[src/rtl/touch_combo_pkg.sv]
// Constants for the multi-touch limiter and combination detector.
// Assumes a register port decoded upstream from the serial host link.
package touch_combo_pkg;

  // Register offsets
  localparam logic [7:0] OFS_LIMIT_CFG  = 8'h2a;
  localparam logic [7:0] OFS_COMBO_CFG  = 8'h2b;
  localparam logic [7:0] OFS_COMBO_MASK = 8'h2d;
  localparam logic [7:0] OFS_REFRESH    = 8'h2f;
  localparam logic [7:0] OFS_THRESH_0   = 8'h30;
  localparam logic [7:0] OFS_THRESH_5   = 8'h35;

  // Reset values
  localparam logic [7:0] RST_LIMIT_CFG  = 8'h80;
  localparam logic [7:0] RST_COMBO_CFG  = 8'h00;
  localparam logic [7:0] RST_COMBO_MASK = 8'h3f;
  localparam logic [7:0] RST_REFRESH    = 8'h8a;
  localparam logic [6:0] RST_THRESH     = 7'h40;

  // Writable bits; the rest read as zero
  localparam logic [7:0] WMASK_LIMIT_CFG  = 8'h8c;
  localparam logic [7:0] WMASK_COMBO_CFG  = 8'h8f;
  localparam logic [7:0] WMASK_COMBO_MASK = 8'h3f;
  localparam logic [7:0] WMASK_REFRESH    = 8'hff;

  // Field positions
  localparam int BIT_BLOCK_EN    = 7;
  localparam int LSB_LIMIT       = 2;
  localparam int BIT_COMBO_EN    = 7;
  localparam int LSB_COMBO_FRAC  = 2;
  localparam int BIT_MATCH_SEL   = 1;
  localparam int BIT_COMBO_IRQ   = 0;
  localparam int BIT_BCAST       = 7;
  localparam int BIT_KEEP_PSUM   = 6;
  localparam int BIT_KEEP_NEGRUN = 5;
  localparam int LSB_NEGRUN_LEN  = 3;
  localparam int LSB_RECAL_CFG   = 0;

  // Negative run lengths; zero means disabled
  localparam logic [5:0] NEGRUN_8   = 6'h08;
  localparam logic [5:0] NEGRUN_16  = 6'h10;
  localparam logic [5:0] NEGRUN_32  = 6'h20;
  localparam logic [5:0] NEGRUN_OFF = 6'h00;

  localparam logic [8:0]  RECAL_SAMPLES_MAX = 9'h100;
  localparam logic [12:0] RECAL_INTERVAL_5  = 13'h0400;
  localparam logic [12:0] RECAL_INTERVAL_6  = 13'h0800;
  localparam logic [12:0] RECAL_INTERVAL_7  = 13'h1000;
  localparam logic [8:0]  RECAL_SAMPLES_MIN  = 9'h010;
  localparam logic [12:0] RECAL_INTERVAL_MIN = 13'h0010;
  localparam logic [8:0]  RST_RECAL_SAMPLES  = 9'h040;
  localparam logic [12:0] RST_RECAL_INTERVAL = 13'h0040;

endpackage

[src/rtl/touch_combo_detect.sv]
// Touch limiter, combination detector and recalibration controls.
// Assumes one-cycle poll_done marking a complete polling cycle of results
// and a register port driven by the serial host interface decoder.
`timescale 1ns/1ps

module touch_combo_detect
  import touch_combo_pkg::*;
#(
  parameter int N_IN = 6,
  parameter int DW   = 8
)(
  input  wire logic              clk,
  input  wire logic              sys_rst,
  input  wire logic              reg_wr_en,
  input  wire logic              reg_rd_en,
  input  wire logic [7:0]        reg_addr,
  input  wire logic [7:0]        reg_wdata,
  output logic      [7:0]        reg_rdata,
  input  wire logic              poll_done,
  input  wire logic [N_IN-1:0]   touch_raw,
  input  wire logic [N_IN*DW-1:0] delta_flat,
  input  wire logic [N_IN-1:0]   noise_flag,
  input  wire logic              standby_mode,
  input  wire logic [6:0]        standby_thresh,
  input  wire logic              noise_status,
  input  wire logic              int_clear,
  output logic      [N_IN-1:0]   touch_report,
  output logic                   excess_touch_flag,
  output logic                   combo_event_flag,
  output logic                   alert_n,
  output logic                   partial_sum_clear,
  output logic                   neg_run_clear,
  output logic      [5:0]        neg_run_limit,
  output logic      [8:0]        recal_samples,
  output logic      [12:0]       recal_interval
);

  ////////////////////////////////////////////////////////////////////////
  // Helpers

  function automatic logic [2:0] popcnt(input logic [N_IN-1:0] v);
    logic [2:0] c;
    c = 3'h0;
    for (int i = 0; i < N_IN; i++)
      c = c + {2'h0, v[i]};
    return c;
  endfunction

  // Lowest-numbered inputs first, at most n of them
  function automatic logic [N_IN-1:0] pick_first(input logic [N_IN-1:0] v,
                                                  input logic [2:0] n);
    logic [2:0]      c;
    logic [N_IN-1:0] p;
    c = 3'h0;
    p = '0;
    for (int i = 0; i < N_IN; i++)
      if (v[i] && c < n)
      begin
        p[i] = 1'b1;
        c    = c + 3'h1;
      end
    return p;
  endfunction

  function automatic logic [6:0] frac_of(input logic [6:0] t, input logic [1:0] code);
    logic [6:0] r;
    unique case (code)
      2'h0: r = t >> 3;
      2'h1: r = t >> 2;
      2'h2: r = (t >> 2) + (t >> 3);
      2'h3: r = t;
    endcase
    return r;
  endfunction

  ////////////////////////////////////////////////////////////////////////
  // Configuration registers

  logic [7:0]      limit_cfg_r;
  logic [7:0]      combo_cfg_r;
  logic [7:0]      combo_mask_r;
  logic [7:0]      refresh_r;
  logic [6:0]      thresh_r [N_IN];

  wire wr_limit = reg_wr_en && reg_addr == OFS_LIMIT_CFG;
  wire wr_cfg   = reg_wr_en && reg_addr == OFS_COMBO_CFG;
  wire wr_mask  = reg_wr_en && reg_addr == OFS_COMBO_MASK;
  wire wr_refr  = reg_wr_en && reg_addr == OFS_REFRESH;

  wire             touch_block_enable  = limit_cfg_r[BIT_BLOCK_EN];
  wire [1:0]       simultaneous_touch_limit = limit_cfg_r[LSB_LIMIT +: 2];
  wire [2:0]       limit_n = {1'b0, simultaneous_touch_limit} + 3'h1;
  wire             combo_detect_enable = combo_cfg_r[BIT_COMBO_EN];
  wire [1:0]       combo_threshold_fraction = combo_cfg_r[LSB_COMBO_FRAC +: 2];
  wire             combo_match_select  = combo_cfg_r[BIT_MATCH_SEL];
  wire             combo_irq_enable    = combo_cfg_r[BIT_COMBO_IRQ];
  wire [N_IN-1:0]  input_in_combo      = combo_mask_r[N_IN-1:0];
  wire             broadcast_threshold_write  = refresh_r[BIT_BCAST];
  wire             keep_partial_sum_on_noise  = refresh_r[BIT_KEEP_PSUM];
  wire             keep_negative_run_on_noise = refresh_r[BIT_KEEP_NEGRUN];
  wire [1:0]       negative_run_length = refresh_r[LSB_NEGRUN_LEN +: 2];
  wire [2:0]       recal_cfg = refresh_r[LSB_RECAL_CFG +: 3];

  always_ff @(posedge clk)
  begin
    if (sys_rst)
    begin
      limit_cfg_r  <= RST_LIMIT_CFG;
      combo_cfg_r  <= RST_COMBO_CFG;
      combo_mask_r <= RST_COMBO_MASK;
      refresh_r    <= RST_REFRESH;
    end
    else
    begin
      if (wr_limit) limit_cfg_r  <= reg_wdata & WMASK_LIMIT_CFG;
      if (wr_cfg)   combo_cfg_r  <= reg_wdata & WMASK_COMBO_CFG;
      if (wr_mask)  combo_mask_r <= reg_wdata & WMASK_COMBO_MASK;
      if (wr_refr)  refresh_r    <= reg_wdata & WMASK_REFRESH;
    end
  end

  // Input 0 broadcasts when enabled; the others stay individually writable
  genvar g;
  generate
    for (g = 0; g < N_IN; g++)
    begin : g_thr
      wire own_wr = reg_wr_en && reg_addr == OFS_THRESH_0 + 8'(g);
      wire bc_wr  = reg_wr_en && reg_addr == OFS_THRESH_0 && broadcast_threshold_write;
      always_ff @(posedge clk)
      begin
        if (sys_rst)
          thresh_r[g] <= RST_THRESH;
        else if (own_wr || bc_wr)
          thresh_r[g] <= reg_wdata[6:0];
      end
    end
  endgenerate

  ////////////////////////////////////////////////////////////////////////
  // Register read

  wire        in_thr   = reg_addr >= OFS_THRESH_0 && reg_addr <= OFS_THRESH_5;
  wire [2:0]  thr_idx  = 3'(reg_addr - OFS_THRESH_0);
  wire [7:0]  rd_mux   = (reg_addr == OFS_LIMIT_CFG)  ? limit_cfg_r  :
                         (reg_addr == OFS_COMBO_CFG)  ? combo_cfg_r  :
                         (reg_addr == OFS_COMBO_MASK) ? combo_mask_r :
                         (reg_addr == OFS_REFRESH)    ? refresh_r    :
                         in_thr ? {1'b0, thresh_r[thr_idx]} : 8'h00;

  always_ff @(posedge clk)
  begin
    if (sys_rst)
      reg_rdata <= 8'h00;
    else if (reg_rd_en)
      reg_rdata <= rd_mux;
  end

  ////////////////////////////////////////////////////////////////////////
  // Combination detection

  wire  [N_IN-1:0] above;
  generate
    for (g = 0; g < N_IN; g++)
    begin : g_cmp
      // Standby compares against the shared standby threshold
      wire [6:0] base = standby_mode ? standby_thresh : thresh_r[g];
      wire [6:0] cthr = frac_of(base, combo_threshold_fraction);
      assign above[g] = (delta_flat[g*DW +: DW] > DW'(cthr)) || noise_flag[g];
    end
  endgenerate

  wire pattern_hit = &(above | ~input_in_combo);
  wire count_hit   = popcnt(above) >= popcnt(input_in_combo);
  wire combo_hit   = combo_detect_enable &&
                     (combo_match_select ? pattern_hit : count_hit);

  logic combo_active_r;
  // Only sampled on poll_done, so one polling cycle's results at a time
  always_ff @(posedge clk)
  begin
    if (sys_rst)
      combo_active_r <= 1'b0;
    else if (poll_done)
      combo_active_r <= combo_hit;
  end

  // Set beats clear; clear only once the condition has gone
  wire combo_set  = poll_done && combo_hit;
  wire combo_clr  = int_clear && !combo_active_r;
  wire combo_flag_nxt = combo_set || (combo_event_flag && !combo_clr);

  always_ff @(posedge clk)
  begin
    if (sys_rst)
    begin
      combo_event_flag <= 1'b0;
      alert_n          <= 1'b1;
    end
    else
    begin
      combo_event_flag <= combo_flag_nxt;
      alert_n          <= !(combo_flag_nxt && combo_irq_enable);
    end
  end

  ////////////////////////////////////////////////////////////////////////
  // Simultaneous touch limiting

  logic [N_IN-1:0] valid_r;
  wire released  = |(valid_r & ~touch_raw);
  wire [2:0] held = popcnt(valid_r);
  wire [2:0] room = (held >= limit_n) ? 3'h0 : 3'(limit_n - held);
  wire       over = held > limit_n;
  // A release, or a limit lowered below the held set, reselects in scan order
  wire [N_IN-1:0] valid_nxt = (released || over) ? pick_first(touch_raw, limit_n)
                            : valid_r | pick_first(touch_raw & ~valid_r, room);
  wire [N_IN-1:0] report_nxt = combo_hit ? '0 :
                               touch_block_enable ? valid_nxt : touch_raw;
  wire excess_nxt = touch_block_enable && !combo_hit && |(touch_raw & ~valid_nxt);

  always_ff @(posedge clk)
  begin
    if (sys_rst)
    begin
      valid_r           <= '0;
      touch_report      <= '0;
      excess_touch_flag <= 1'b0;
    end
    else if (poll_done)
    begin
      valid_r           <= touch_block_enable ? valid_nxt : '0;
      touch_report      <= report_nxt;
      excess_touch_flag <= excess_nxt;
    end
  end

  ////////////////////////////////////////////////////////////////////////
  // Recalibration controls; each keep bit gates only its own clear

  wire [5:0] negrun_dec = (negative_run_length == 2'h0) ? NEGRUN_8  :
                          (negative_run_length == 2'h1) ? NEGRUN_16 :
                          (negative_run_length == 2'h2) ? NEGRUN_32 : NEGRUN_OFF;
  wire [8:0]  samp_dec = (recal_cfg < 3'h4) ? (RECAL_SAMPLES_MIN << recal_cfg)
                                             : RECAL_SAMPLES_MAX;
  wire [12:0] intv_dec = (recal_cfg < 3'h5) ? (RECAL_INTERVAL_MIN << recal_cfg) :
                         (recal_cfg == 3'h5) ? RECAL_INTERVAL_5 :
                         (recal_cfg == 3'h6) ? RECAL_INTERVAL_6 : RECAL_INTERVAL_7;

  always_ff @(posedge clk)
  begin
    if (sys_rst)
    begin
      partial_sum_clear <= 1'b0;
      neg_run_clear     <= 1'b0;
      neg_run_limit     <= NEGRUN_16;
      recal_samples     <= RST_RECAL_SAMPLES;
      recal_interval    <= RST_RECAL_INTERVAL;
    end
    else
    begin
      partial_sum_clear <= noise_status && !keep_partial_sum_on_noise;
      neg_run_clear     <= noise_status && !keep_negative_run_on_noise;
      neg_run_limit     <= negrun_dec;
      recal_samples     <= samp_dec;
      recal_interval    <= intv_dec;
    end
  end
endmodule

[config.mk]
export PLATFORM = sky130hd
export DESIGN_NAME = touch_combo_detect
export DESIGN_NICKNAME = d
export VERILOG_FILES = /design/src/rtl/touch_combo_pkg.sv /design/src/rtl/touch_combo_detect.sv
export SDC_FILE = /design/constraint.sdc
export NUM_CORES = 1
export LEC_CHECK = 0
export BUFFER_PORTS_ARGS = -buffer_cell sky130_fd_sc_hd__buf_2
export CAP_MARGIN = 15
export CELL_PAD_IN_SITES_DETAIL_PLACEMENT = 1
export CELL_PAD_IN_SITES_GLOBAL_PLACEMENT = 2
export CORE_UTILIZATION = 30
export CTS_CLUSTER_DIAMETER = 40
export CTS_CLUSTER_SIZE = 10
export DETAILED_ROUTE_END_ITERATION = 16
export GPL_TIMING_DRIVEN = 0
export PLACE_DENSITY = 0.79
export SLEW_MARGIN = 20
export SYNTH_ARGS = -nofsm -noshare
export SYNTH_HDL_FRONTEND = slang
export SYNTH_SLANG_ARGS = --single-unit
[constraint.sdc]
create_clock -name clk -period 16.7 [get_ports clk]
set_clock_uncertainty 0.05 [all_clocks]
set_input_delay 0.835 -clock clk [delete_from_list [all_inputs] [get_ports clk]]
set_output_delay 0.835 -clock clk [all_outputs]
set_load 0.02 [all_outputs]
# Word-level counts from Yosys, hierarchy flattened
# Memories as Yosys holds them, arrays and structs flattened.
# Cells that the tools add are included.
[word_totals] elab_cells=249 input_bits=91 ramBits=42 n_memories=1 regBits=76
[op_classes] bitwise_logic=16 eq_ne=17 add_sub_neg=32 n_mux=78 n_shift=2 reduce_logical=60 magnitude_cmp=25
[mem_list] memory="thresh_r" depth=6 word_bits=7 read_ports=7 rd_clocked_by_memory_dff=0 write_ports=6 line="touch_combo_detect.sv:83" text="logic [6:0] thresh_r [N_IN];"
[op_table] operator="case mux 7 bit (4 select lines)" count=6
[op_table] operator="2-to-1 mux 7 bit" count=13
[op_table] operator="equality test 8 x 6 -> 1 bit, second input constant" count=10
[op_table] operator="> comparator 8 x 7 -> 1 bit" count=6
[op_table] operator="2-to-1 mux 13 bit" count=3
[op_table] operator="adder 5 x 4 -> 6 bit" count=6
[op_table] operator="2-to-1 mux 1 bit" count=35
[op_table] operator="logical AND 1 bit" count=33
[op_table] operator="2-to-1 mux 8 bit" count=4
[op_table] operator="less-than comparator 3 bit" count=10
[op_table] operator="2-to-1 mux 6 bit" count=5
[op_table] operator="adder 3 x 1 -> 3 bit" count=9
[op_table] operator="2-to-1 mux 3 bit" count=9
[op_table] operator="adder 3 x 1 -> 3 bit, second input constant" count=8
[op_table] operator="NOT 6 bit" count=4
[op_table] operator="AND 6 bit" count=3
[op_table] operator="logical OR 1 bit" count=14
[op_table] operator="<< shifter 5 x 3 -> 13 bit, first input constant" count=1
[op_table] operator="OR 6 bit" count=2
[op_table] operator="OR reduction 6 bit" count=2
[op_table] operator="2-to-1 mux 5 bit" count=2
[op_table] operator="adder 2 x 1 -> 3 bit" count=3
[op_table] operator="2-to-1 mux 9 bit" count=1
[op_table] operator="<< shifter 5 x 3 -> 9 bit, first input constant" count=1
[op_table] operator="other kinds (20)" count=40

# Longest topological paths before layout
[depth] depth_word=31 mapped_depth=38

# Least setup slack after synthesis
# No wires, ideal clock.
[synth_path] path_kind="reg-to-reg" from="register valid_r[0]" to="register excess_touch_flag" path_buffers=0 synth_period_minus_slack_ns=8.227 path_stages_with_launch=36 setup_slack_ns=8.473 arrival_ns=8.059 cell_sequence="dfxtp_1 > fa_1 > inv_1 > fa_1 > inv_1 > ha_1 > inv_1 > fa_1 > fa_1 > xor2_1 > or2_2 > o21ai_0 > nor3b_1 > ha_1 > ha_1 > o21a_1 > nor2_1 > o21ai_0 > o21ai_0 > ha_1 > a41oi_1 > o221a_4 > nand2_1 > xnor2_1 > ha_1 > a2111oi_0 > nand2_1 > o21ai_0 > nand2_1 > xnor2_1 > ha_1 > a211oi_1 > o21ai_0 > a41oi_1 > nor3_1 > o221a_2"
[synth_via] elab_chain_cells=31 elab_cells_between_ends=47 classes_between="10 x add/sub; 8 x order compare; 13 x mux; 6 x bitwise; 10 x reduce/logical"
[synth_rtl] item="start: declaration" line="touch_combo_detect.sv:209" text="logic [N_IN-1:0] valid_r;"
[synth_rtl] item="start signal: assignment" line="touch_combo_detect.sv:231" text="valid_r <= touch_block_enable ? valid_nxt : '0;"
[synth_rtl] item="adder 1 x 1 -> 2 bit" line="touch_combo_detect.sv:45" text="c = c + {2'h0, v[i]};"
[synth_rtl] item="adder 2 x 1 -> 3 bit" line="touch_combo_detect.sv:45"
[synth_rtl] item="adder 3 x 1 -> 3 bit (3 in a row)" line="touch_combo_detect.sv:45"
[synth_rtl] item="subtractor 3 bit or greater-or-equal comparator 3 bit (tied branches)" line="touch_combo_detect.sv:212" text="wire [2:0] room = (held >= limit_n) ? 3'h0 : 3'(limit_n - held);"
[synth_rtl] item="2-to-1 mux 3 bit" line="touch_combo_detect.sv:212"
[synth_rtl] item="less-than comparator 1 x 3 -> 1 bit" line="touch_combo_detect.sv:57" text="if (v[i] && c < n)"
[synth_rtl] item="logical AND 1 bit" line="touch_combo_detect.sv:57"
[synth_rtl] item="2-to-1 mux 1 bit" line="touch_combo_detect.sv:57"
[synth_rtl] item="(+13 left out)"
[synth_rtl] item="logical AND 1 bit" line="touch_combo_detect.sv:57"
[synth_rtl] item="2-to-1 mux 1 bit" line="touch_combo_detect.sv:57"
[synth_rtl] item="OR 6 bit" line="touch_combo_detect.sv:216" text=": valid_r | pick_first(touch_raw & ~valid_r, room);"
[synth_rtl] item="2-to-1 mux 6 bit *" line="touch_combo_detect.sv:215" text="wire [N_IN-1:0] valid_nxt = (released || over) ? pick_first(touch_raw, limit_n)"
[synth_rtl] item="NOT 6 bit *" line="touch_combo_detect.sv:219" text="wire excess_nxt = touch_block_enable && !combo_hit && |(touch_raw & ~valid_nxt);"
[synth_rtl] item="AND 6 bit *" line="touch_combo_detect.sv:219"
[synth_rtl] item="OR reduction 6 bit *" line="touch_combo_detect.sv:219"
[synth_rtl] item="logical AND 1 bit *" line="touch_combo_detect.sv:219"
[synth_rtl] item="end signal: assignment" line="touch_combo_detect.sv:233" text="excess_touch_flag <= excess_nxt;"
[synth_rtl] item="end: declaration" line="touch_combo_detect.sv:28" text="output logic excess_touch_flag,"
# Mark *: on every way between the ends. The rest lies on a longest branch, timed or not.
# A chain may end at the register's enable or synchronous reset.

# Worst setup path after layout
# Same ends and word-level chain as after synthesis.

==> flow_summary_export.csv <==
group,metric,value,unit
place,io_buffers,119,
layout,finalNetCount,1479,
clock_network,clock_latency,0.35,ns
logic_synthesis,synthArstFlopShare,0,%
grt,antenna_found_initial,6,
place,hpwl,26700,um
layout,final_cell_mix,"buf_2 (119), ha_1 (104), nand2_1 (93)",
floorplan,pin_count,138,
power_and_ir_drop,p_leak,4.78,nW
layout,fill_cells,3709,
floorplan,start_util,30.6,%
timing,rsz0062_at_grt,"no",
clock_network,clk_path_buf_depth,2,
power_and_ir_drop,finalPower,0.00109,W
timing,relSlewSlack,23.8,%
setup_path,cp_slowest_cell,"a2111oi_0",
place,gp_congestion,0.853,
setup_path,start_kind,"register",
setup_path,worstSetupPathType,"reg -> reg",
floorplan,dieArea,0.0320,mm2
power_and_ir_drop,pwr-share-seq,27.1,%
clock_network,cts_setup_buffers,0,
clock_network,clkTransAtPathRegs,0.08,ns
grt,overflow,0,
routing,firstDrtPassIters,5,
clock_network,cts_tree,"built",
power_and_ir_drop,ir_drop,0.000156,V
routing,vias,8882,
power_and_ir_drop,p_clk_share,20.0,%
power_and_ir_drop,comb_power_share,52.9,%
routing,drt_iter0_markers,436,
timing,setup_tns,0,ns
grt,grt_pass1_wl,50700,um
logic_synthesis,syn_inst,1127,
clock_network,cts_resized,0,
timing,setup_ws,7.12,ns
worst_hold_path,hold_path_class,"reg -> reg",
layout,utilization,35.3,%
timing,finalCriticalPeriod,9.58,ns
logic_synthesis,synth_ff_type,"dfxtp_1",
grt,grt_usage,20.6,%
floorplan,core_area,0.0307,mm2
setup_path,cp.arrival,9.78,ns
timing,period_share,57.4,%
timing,fmax,104,MHz
timing,finalSetupViolations,0,
timing,tightestPinTransition,1.13,ns
logic_synthesis,synth_warnings,0,
floorplan,die_w,179,um
routing,wl_per_cell,19.6,um
setup_path,cp_max_fo,8,
power_and_ir_drop,p_per_area,101,mW/mm2
logic_synthesis,seq_area_frac_synth,27.3,%
floorplan,rows,64,
power_and_ir_drop,p_int,0.000648,W
setup_path,max_stage_delay,0.69,ns
logic_synthesis,avgSynthCellArea,8.32,um2
setup_path,crit_top_cell,"ha_1",
grt,grt_max_degree,20,
clock_network,clockRootBuffer,"clkbuf_16",
routing,via_per_inst,5.32,
layout,final_common_cell,"buf_2",
floorplan,die_h,179,um
flow_run,drv_cap,0,
logic_synthesis,synth_edf_count,42,
clock_network,cts_buffers,9,
logic_synthesis,ys_ff_latch,107,
layout,drive_gt1_share,13.7,%
logic_synthesis,ys_types,73,
clock_network,cts_num_sinks,107,
routing,drc_errors,0,
clock_network,ctsHoldBuffers,0,
routing,final_antenna_net_count,0,
grt,grt_pass1_vias,9077,
timing,hold_viol,0,
setup_path,cp.required,16.90,ns
layout,area_growth,15.4,%
logic_synthesis,synth_area,0.00938,mm2
outcome,status,"complete, no violations",
place,post-place-ws,7.13,ns
timing,maxSlewViolCount,0,
setup_path,end_kind,"register",
clock_network,h-tree-depth,3,
power_and_ir_drop,swShare,40.6,%
power_and_ir_drop,p_switching,0.000443,W
routing,routed_wl,32700,um
==> per-layer routing <==
layer	vias up	part of all wire [%]	routed length, um	GRT usage [%]
met2	193	49	15900	36.3
met3	53	3.6	1170	2.25
li1	4317	-	-	-
met5	-	0.14	46	0
met4	8	2.6	839	6.00
met1	4311	45	14800	26.3
==> flip-flops by register name (all words and copies together), names as in the netlist, 6 cells and up <==
register,count
combo_mask_r,6
recal_interval,9
refresh_r,8
reg_rdata,8
thresh_r,42
touch_report,6
valid_r,6
==> cell families after synthesis <==
family	count (synthesis)	share of synthesized area, %
AO/OA/AOI/OAI	328	23.2
XOR/XNOR	23	2.15
adder cells (fa/ha/maj)	120	17.3
buffers and inverters	151	6.48
flip-flops	107	27.3
multiplexers	25	3.72
other	1	0.0400
AND/OR/NAND/NOR	372	19.8
==> power groups by stage <==
stage	clock, W	sequential [W]	combinational, W
after floorplan	0	0.000305	0.000429
after global placement	0	0.000301	0.000564
after detailed placement	0	0.000301	0.000577
after CTS	0.000220	0.000296	0.000581
after global routing	0.000229	0.000297	0.000658
final	0.000218	0.000296	0.000577
==> path summary, 6_finish.rpt <==
check,startpoint,end,slack [ns],cells past startpoint
worst min-delay path,refresh_r[6],partial_sum_clear,0.40,1
worst max-delay path,valid_r[0],excess_touch_flag,7.12,36
worst max register to register,valid_r[0],excess_touch_flag,7.12,36
worst min register to register,refresh_r[6],partial_sum_clear,0.40,1
==> synthesized netlist by cell type, types with 6 or more instances <==
cell | count | area, um2
dfxtp_1 | 65 | 1300
nand2b_1 | 15 | 93.8
inv_1 | 87 | 327
nor3_1 | 25 | 125
o21a_1 | 13 | 97.6
xor2_1 | 8 | 70.1
o311ai_0 | 7 | 61.3
or3_1 | 6 | 37.5
o21bai_1 | 9 | 67.6
mux2i_1 | 12 | 120
a22oi_1 | 10 | 75.1
a21o_1 | 43 | 323
buf_4 | 11 | 82.6
ha_1 | 104 | 1300
fa_1 | 16 | 320
a211oi_1 | 25 | 188
nand2_1 | 93 | 349
o21ai_0 | 67 | 335
o211ai_1 | 12 | 90.1
a21oi_1 | 86 | 430
nand3_1 | 44 | 220
xnor2_1 | 15 | 131
a221oi_1 | 6 | 52.6
o22ai_1 | 7 | 43.8
mux4_2 | 7 | 158
nor2_1 | 78 | 293
clkbuf_1 | 48 | 180
edfxtp_1 | 42 | 1260
nand4_1 | 7 | 43.8
and2_1 | 38 | 238
nor2b_1 | 39 | 244
==> per-stage QoR <==
step	hold slack [ns]	cell area, um2	instances
after floorplan	0.343	9420	1138
after global placement	0.394	10500	1653
after detailed placement	0.396	10500	1653
after CTS	0.409	10800	1669
after global routing	0.415	10800	1669
final	0.403	10800	1671
==> critical path, delay by kind of cell (launching register included) <==
family                   cells  cell delay [ns]
adder cells (fa/ha/maj)     10             3.54
AND/OR/NAND/NOR              7             1.11
buffers and inverters        3             0.16
AO/OA/AOI/OAI               14             3.80
flip-flops                   1             0.39
XOR/XNOR                     2             0.42
==> cell type report <==
type	count	area [um2]	area share, %
sequential	107	2560	23.7
buffer	64	282	2.60
antenna	2	5.00	0.0462
multi-input combinational	880	6260	57.8
timing repair buffer	119	596	5.50
clock buffer	11	254	2.35
tap	396	495	4.58
inverter	87	327	3.02
clock inverter	5	51.3	0.474
(Power assumes the default switching activity.)
